**src/rgbp_pkg.sv**
```systemverilog
`default_nettype none

package rgbp_pkg;
  // ===========================================================
  // Clock and link timing
  localparam int MCLK_PERIOD_NS   = 5;
  localparam int LINK_PERIOD_NS   = 80;
  localparam int LINK_HALF_CYC    = LINK_PERIOD_NS / 2 / MCLK_PERIOD_NS;
  localparam int FWD_CLK_DELAY    = 4;
  // ===========================================================
  // Frame layout
  localparam int START_FRAME_BITS = 32;
  localparam int FRAME_BITS       = 16;
  localparam int GREY_W           = 5;
  localparam int NUM_CH           = 3;
  localparam int GREY_ALL_W       = GREY_W * NUM_CH;
  localparam int WORD_W           = GREY_ALL_W + 1;
  localparam int APPEND_PULSES    = 4;
  // ===========================================================
  // Grey-level stage and controller word buffer
  localparam int PWM_W            = 8;
  localparam int OSC_DIV          = 4;
  localparam int FIFO_DEPTH       = 4;
  localparam logic [GREY_ALL_W-1:0] GREY_RESET = 15'h0000;

  typedef enum {RX_HUNT, RX_OWN, RX_PASS} rgbp_rx_t;
  typedef enum {TX_IDLE, TX_START, TX_DATA, TX_APPEND} rgbp_tx_t;
endpackage

`default_nettype wire

```
**src/rgbp_link_if.sv**
```systemverilog
`timescale 1ns/100ps
`default_nettype none

interface rgbp_link_if;
  logic sdata;
  logic sclk;
  modport ctrl (output sdata, output sclk);
  modport dev  (input sdata, input sclk);
endinterface

`default_nettype wire

```
**src/rgbp_fifo.sv**
```systemverilog
`timescale 1ns/100ps
`default_nettype none

module rgbp_fifo #(
  parameter int WIDTH = 16,
  parameter int DEPTH = 4
) (
  // Clock and reset
  input  wire logic             mclk_in,
  input  wire logic             rst_b_in,
  // Fill side
  input  wire logic [WIDTH-1:0] in_data_in,
  input  wire logic             in_valid_in,
  output logic                  in_ready_out,
  // Drain side
  output logic [WIDTH-1:0]      out_data_out,
  output logic                  out_valid_out,
  input  wire logic             out_ready_in
);
  localparam int AW = $clog2(DEPTH);

  logic [WIDTH-1:0] mem_reg [DEPTH];
  logic [AW-1:0]    wr_ptr_reg;
  logic [AW-1:0]    rd_ptr_reg;
  logic [AW:0]      count_reg;
  logic [AW:0]      count_next;
  logic             push;
  logic             pop;

  assign push          = in_valid_in && in_ready_out;
  assign pop           = out_ready_in && out_valid_out;
  assign out_valid_out = (count_reg != '0);
  assign out_data_out  = mem_reg[rd_ptr_reg];

  always_comb begin
    count_next = count_reg;
    if (push && !pop) begin
      count_next = count_reg + 1'b1;
    end else if (pop && !push) begin
      count_next = count_reg - 1'b1;
    end
  end

  always_ff @(posedge mclk_in or negedge rst_b_in) begin
    if (!rst_b_in) begin
      wr_ptr_reg   <= '0;
      rd_ptr_reg   <= '0;
      count_reg    <= '0;
      in_ready_out <= 1'b0;
    end else begin
      if (push) begin
        wr_ptr_reg <= (wr_ptr_reg == AW'(DEPTH - 1)) ? '0 : wr_ptr_reg + 1'b1;
      end
      if (pop) begin
        rd_ptr_reg <= (rd_ptr_reg == AW'(DEPTH - 1)) ? '0 : rd_ptr_reg + 1'b1;
      end
      count_reg    <= count_next;
      in_ready_out <= (count_next != (AW + 1)'(DEPTH));
    end
  end

  always_ff @(posedge mclk_in) begin
    if (push) begin
      mem_reg[wr_ptr_reg] <= in_data_in;
    end
  end
endmodule

`default_nettype wire

```
**src/rgbp_ctrl.sv**
```systemverilog
`timescale 1ns/100ps
`default_nettype none

module rgbp_ctrl (
  // Clock and reset
  input  wire logic                       mclk_in,
  input  wire logic                       rst_b_in,
  // Link towards the first driver
  rgbp_link_if.ctrl                       link,
  // Frame words: bit 15 marks the last chip, bits 14:0 the grey values
  input  wire logic [rgbp_pkg::WORD_W-1:0] word_in,
  input  wire logic                       word_valid_in,
  output logic                            word_ready_out,
  // Status
  output logic                            busy_out
);
  import rgbp_pkg::*;

  rgbp_tx_t                 state_reg;
  logic [5:0]               div_reg;
  logic [5:0]               bit_cnt_reg;
  logic [GREY_ALL_W-1:0]    shift_reg;
  logic                     last_reg;
  logic                     sclk_reg;
  logic                     sdata_reg;
  logic [WORD_W-1:0]        fifo_data;
  logic                     fifo_valid;
  logic                     tick;
  logic                     fall;
  logic                     pop;

  rgbp_fifo #(.WIDTH(WORD_W), .DEPTH(FIFO_DEPTH)) rgbp_fifo_inst (
    .mclk_in       (mclk_in),
    .rst_b_in      (rst_b_in),
    .in_data_in    (word_in),
    .in_valid_in   (word_valid_in),
    .in_ready_out  (word_ready_out),
    .out_data_out  (fifo_data),
    .out_valid_out (fifo_valid),
    .out_ready_in  (pop)
  );

  assign tick = (state_reg != TX_IDLE) && (div_reg == 6'(LINK_HALF_CYC - 1));
  // Data changes only on the falling half, so it is stable at each rise.
  assign fall = tick && sclk_reg; // see (RULE3)
  assign pop  = fall && fifo_valid &&
                (((state_reg == TX_START) &&
                  (bit_cnt_reg == 6'(START_FRAME_BITS - 1))) ||
                 ((state_reg == TX_DATA) && !last_reg &&
                  (bit_cnt_reg == 6'(FRAME_BITS - 1))));

  assign link.sclk  = sclk_reg;
  assign link.sdata = sdata_reg;

  // ===========================================================
  // Link clock divider
  always_ff @(posedge mclk_in or negedge rst_b_in) begin
    if (!rst_b_in) begin
      div_reg  <= '0;
      sclk_reg <= 1'b0;
    end else if (state_reg == TX_IDLE) begin
      div_reg  <= '0;
      sclk_reg <= 1'b0;
    end else if (tick) begin
      div_reg  <= '0;
      sclk_reg <= ~sclk_reg;
    end else begin
      div_reg  <= div_reg + 1'b1;
    end
  end

  // ===========================================================
  // Frame sequencer
  always_ff @(posedge mclk_in or negedge rst_b_in) begin
    if (!rst_b_in) begin
      state_reg   <= TX_IDLE;
      bit_cnt_reg <= '0;
      shift_reg   <= '0;
      last_reg    <= 1'b0;
      sdata_reg   <= 1'b0;
      busy_out    <= 1'b0;
    end else begin
      case (state_reg)
        TX_IDLE: begin
          sdata_reg <= 1'b0;
          if (fifo_valid) begin
            state_reg   <= TX_START; // see (RULE1)
            bit_cnt_reg <= '0;
            busy_out    <= 1'b1;
          end
        end
        TX_START: begin
          if (fall) begin
            if (bit_cnt_reg == 6'(START_FRAME_BITS - 1)) begin
              // The first word popped goes to the nearest chip.
              state_reg   <= TX_DATA; // see (RULE4)
              bit_cnt_reg <= '0;
              shift_reg   <= fifo_data[GREY_ALL_W-1:0];
              last_reg    <= fifo_data[WORD_W-1];
              sdata_reg   <= 1'b1; // see (RULE5)
            end else begin
              bit_cnt_reg <= bit_cnt_reg + 1'b1;
              sdata_reg   <= 1'b0;
            end
          end
        end
        TX_DATA: begin
          if (fall) begin
            if (bit_cnt_reg == 6'(FRAME_BITS - 1)) begin
              bit_cnt_reg <= '0;
              if (pop) begin
                shift_reg <= fifo_data[GREY_ALL_W-1:0];
                last_reg  <= fifo_data[WORD_W-1];
                sdata_reg <= 1'b1; // see (RULE5)
              end else begin
                // An empty buffer before the last word ends the update.
                state_reg <= TX_APPEND; // see (RULE6)
                sdata_reg <= 1'b0;
              end
            end else begin
              bit_cnt_reg <= bit_cnt_reg + 1'b1;
              sdata_reg   <= shift_reg[GREY_ALL_W-1]; // see (RULE2)
              shift_reg   <= {shift_reg[GREY_ALL_W-2:0], 1'b0};
            end
          end
        end
        TX_APPEND: begin
          sdata_reg <= 1'b0;
          if (fall) begin
            if (bit_cnt_reg == 6'(APPEND_PULSES - 1)) begin
              state_reg <= TX_IDLE;
              busy_out  <= 1'b0;
            end else begin
              bit_cnt_reg <= bit_cnt_reg + 1'b1; // see (RULE6)
            end
          end
        end
        default: state_reg <= TX_IDLE;
      endcase
    end
  end
endmodule

`default_nettype wire

```
**src/flat_wrapper.sv**
```systemverilog
// flat-port wrapper written by rule: the top's interface ports become plain ports
module rgbp_ctrl_flat import rgbp_pkg::*;
  (mclk_in, rst_b_in, word_in, word_valid_in, word_ready_out, busy_out, link_sdata, link_sclk);
  rgbp_link_if link_i ();
  input  wire logic mclk_in;
  input  wire logic rst_b_in;
  input  wire logic [rgbp_pkg::WORD_W-1:0] word_in;
  input  wire logic word_valid_in;
  output logic word_ready_out;
  output logic busy_out;
  output wire logic [$bits(link_i.sdata)-1:0] link_sdata;
  output wire logic [$bits(link_i.sclk)-1:0] link_sclk;
  assign link_sdata = link_i.sdata;
  assign link_sclk = link_i.sclk;
  rgbp_ctrl u_core (.mclk_in(mclk_in), .rst_b_in(rst_b_in), .link(link_i), .word_in(word_in), .word_valid_in(word_valid_in), .word_ready_out(word_ready_out), .busy_out(busy_out));
endmodule
```
**config.mk**
```make
export PLATFORM = sky130hd
export DESIGN_NAME = rgbp_ctrl_flat
export DESIGN_NICKNAME = d
export VERILOG_FILES = /design/src/rgbp_pkg.sv /design/src/rgbp_link_if.sv /design/src/rgbp_fifo.sv /design/src/rgbp_ctrl.sv /design/src/flat_wrapper.sv
export SDC_FILE = /design/constraint.sdc
export NUM_CORES = 1
export LEC_CHECK = 0
export BUFFER_PORTS_ARGS = -buffer_cell sky130_fd_sc_hd__buf_2
export CORE_UTILIZATION = 55
export CTS_CLUSTER_DIAMETER = 150
export DETAILED_ROUTE_END_ITERATION = 8
export PLACE_DENSITY = 0.72
export SYNTH_ARGS = -nofsm -noshare
export SYNTH_HDL_FRONTEND = slang
export SYNTH_HIERARCHICAL = 1
export SYNTH_SLANG_ARGS = --single-unit
```
**constraint.sdc**
```tcl
create_clock -name mclk_in -period 4.7 [get_ports mclk_in]
set_input_delay 0.235 -clock mclk_in [delete_from_list [all_inputs] [get_ports mclk_in]]
set_output_delay 0.235 -clock mclk_in [all_outputs]
set_load 0.005 [all_outputs]
```
==> flow_summary.ini <==
[setup_path]
reg2reg_slack_ns = 1.80
critPathTopFamily = simple AND/OR/NAND/NOR gates
regToRegEndpoint = u_core/rgbp_fifo_inst/in_ready_out$_DFF_PN0_
startpoint_type = register
end_kind = register
critPathKind = reg -> reg
cpMostUsedCell = inv_1
r2r_start = u_core/state_reg[0]$_DFFE_PN0P_
critPathMaxFanout = 12
crit_buf_inv = 2
reg2regPathDepth = 10
cpPeakStageDelay_ns = 0.72
critPathArrivalTime_ns = 3.20
cp_data_required_time_ns = 5.00
slowest_stage = nor4_1
crit_chain = inv_1 -> ha_1 -> inv_1 -> nor3_1 -> a21oi_1 -> nor4_1 -> nor2b_1 -> nor4b_1 -> a211o_2 -> o21ai_2

[timing]
worst_clock_skew_ns = 0.0127
hold_viol_final = 7
slew_viol_final = 0
slew_headroom_pct = 28.8
rsz0062_at_grt = no
final.min_clock_period_ns = 2.90
worst_pin_slew_ns = 1.07
final-setup-viol-count = 0
fmax_ghz = 0.345
period_share_pct = 61.7
fin_tns_setup_ns = 0
whs_ns = -0.00341

[place]
dp.cells = 447
port_buffers = 22
gp_congestion = 0.818
hpwl_um = 5390

[logic_synthesis]
synthFlopType = edfxtp_1
synth_largest_area_cell = edfxtp_1
synth_cells = 335
async_flop_share_pct = 39.0
synth_edf_count = 64
ys_types = 66
yosys_warnings = 6
synthesis.area_um2 = 4970
synth_fp_nets = 370
ys_seq_area_share_pct = 59.3
yosys-top-cells-count = 64 x edfxtp_1, 41 x dfrtp_1, 24 x inv_1, 16 x ha_1, 14 x nor2_1
synthTopCellsByArea = edfxtp_1 39%, dfrtp_1 21%, mux4_2 5.0%
ys_seq_elements = 105
syn_avg_cell_area_um2 = 14.9
synth_top_area_share_pct = 38.6
yosysMostFrequentCell = edfxtp_1

[routing]
drtAntennaViolNets = 0
viasPerCell = 5.92
wl_um = 8040
drc_errors = 0
first_pass_iters = 5
route.detailed.wl_per_inst_um = 17.4
vias = 2739
drtIter0Drc = 127

[floorplanning]
ioPinCount = 23
die-area_um2 = 9430
die_w_um = 97.1
num_rows = 34
core_um2 = 8720
initial_core_util_pct = 57.0
fp.dieH_um = 97.1

[pwr]
vdd_drop_max_mv = 0.250
power.static_leakage_uw = 0.00200
p_per_area_nw_per_um2 = 502

[finish]
diodes = 0
area_delta_synth_final_pct = 6.06
nNetsFinal = 385
final_cells = 463
largest_reg_flops = 64
drive_gt1_share_pct = 24.2

[clocking]
hold_buffers = 0
clkSinkCount = 105
clock_latency_ns = 0.36
cts_buffer_depth = 2
path_clk_slew_ns = 0.10
root_buffer = clkbuf_8
cts_made_buffers = 9
tritoncts = done
cts_setup_buffers = 0
htreeDepth = 3
cts_resized = 0

[global_route]
grt_max_degree = 42
track_usage_pct = 19.0
grt_pass1_vias = 2837
grt_remaining_overflow = 0
antenna_found_initial = 0
grt_first_pass_wirelength_um = 14000

[worst_hold_path]
hold_class = in -> async

[run_status]
outcome = finished, violations left
violations = negative hold slack

[run]
drv_cap = 0
[final cells by class]
class	count	area [um2]
clock inverters	6	62.6
well taps	108	135
fillers	629	3440
clock buffers	10	128
flip-flops and latches	105	2950
repair buffers	22	110
inverters	24	90.1
multi-input cells	188	1800
[worst max path at each step]
stage	startpoint	endpoint	slack, ns	depth (start not counted)
after detailed placement	u_core/state_reg[0]$_DFFE_PN0P_	u_core/rgbp_fifo_inst/count_reg[2]$_DFF_PN0_	1.79	8
after global routing	u_core/state_reg[0]$_DFFE_PN0P_	u_core/rgbp_fifo_inst/in_ready_out$_DFF_PN0_	1.55	10
after floorplan	u_core/state_reg[0]$_DFFE_PN0P_	u_core/rgbp_fifo_inst/count_reg[2]$_DFF_PN0_	2.23	10
after CTS	u_core/state_reg[0]$_DFFE_PN0P_	u_core/rgbp_fifo_inst/in_ready_out$_DFF_PN0_	1.80	9
after global placement	u_core/state_reg[0]$_DFFE_PN0P_	u_core/shift_reg[0]$_DFFE_PN0P_	1.92	7
final	u_core/state_reg[0]$_DFFE_PN0P_	u_core/rgbp_fifo_inst/in_ready_out$_DFF_PN0_	1.80	10
[power by group]
group	switching, uW	internal, uW
registers	131	1220
logic	468	309
clock network	314	206
total	913	1740
[layout by cell type, fill, tap and decap left out, types with 3 or more instances in the layout]
cell type,instances
a31oi_1,3
nor2_1,14
xnor2_1,4
mux4_1,5
o32ai_2,10
nor3_1,11
ha_1,16
dfrtp_1,41
buf_2,22
nand3_1,7
mux4_2,11
a21oi_2,10
inv_1,24
a21o_1,3
nor4_1,4
o21ai_0,3
o32ai_1,6
and3_1,7
a21oi_1,9
clkbuf_8,9
nor3b_2,3
nor4b_1,3
mux2_2,3
nand2b_1,3
nand2_1,6
clkinv_4,3
nor2b_1,4
edfxtp_1,64
[routing by layer]
metal | up-vias | track usage (%) | share of wire (%)
met5 | - | 0 | 0
met4 | 0 | 4.82 | 0.77
met3 | 4 | 4.96 | 3.5
met2 | 42 | 32.3 | 51
met1 | 1358 | 24.4 | 44
li1 | 1335 | - | -
[metrics by stage]
step                power (uW)  hold slack [ns]  utilization [%]  setup WS [ns]  instance area, um2
floorplan                 1960          -0.0606                -           2.23                4970
global route              2840           0.0434             60.5           1.55                5280
CTS                       2680           0.0168             60.5           1.80                5280
detailed placement        2160            0.427             58.3           1.79                5090
global placement          2120            0.424             58.3           1.92                5090
finish                    2650         -0.00341             60.5           1.80                5280
[cell families after synthesis]
| kind of cell | after synthesis | share of synthesized area, % |
|---|---|---|
| simple gates | 78 | 9.73 |
| xor+xnor | 6 | 1.06 |
| flops | 105 | 59.3 |
| fa+ha+maj | 16 | 4.02 |
| mux | 21 | 8.73 |
| buf+inv | 42 | 4.50 |
| compound gates | 67 | 12.7 |
Power figures use the tool's default switching activity.
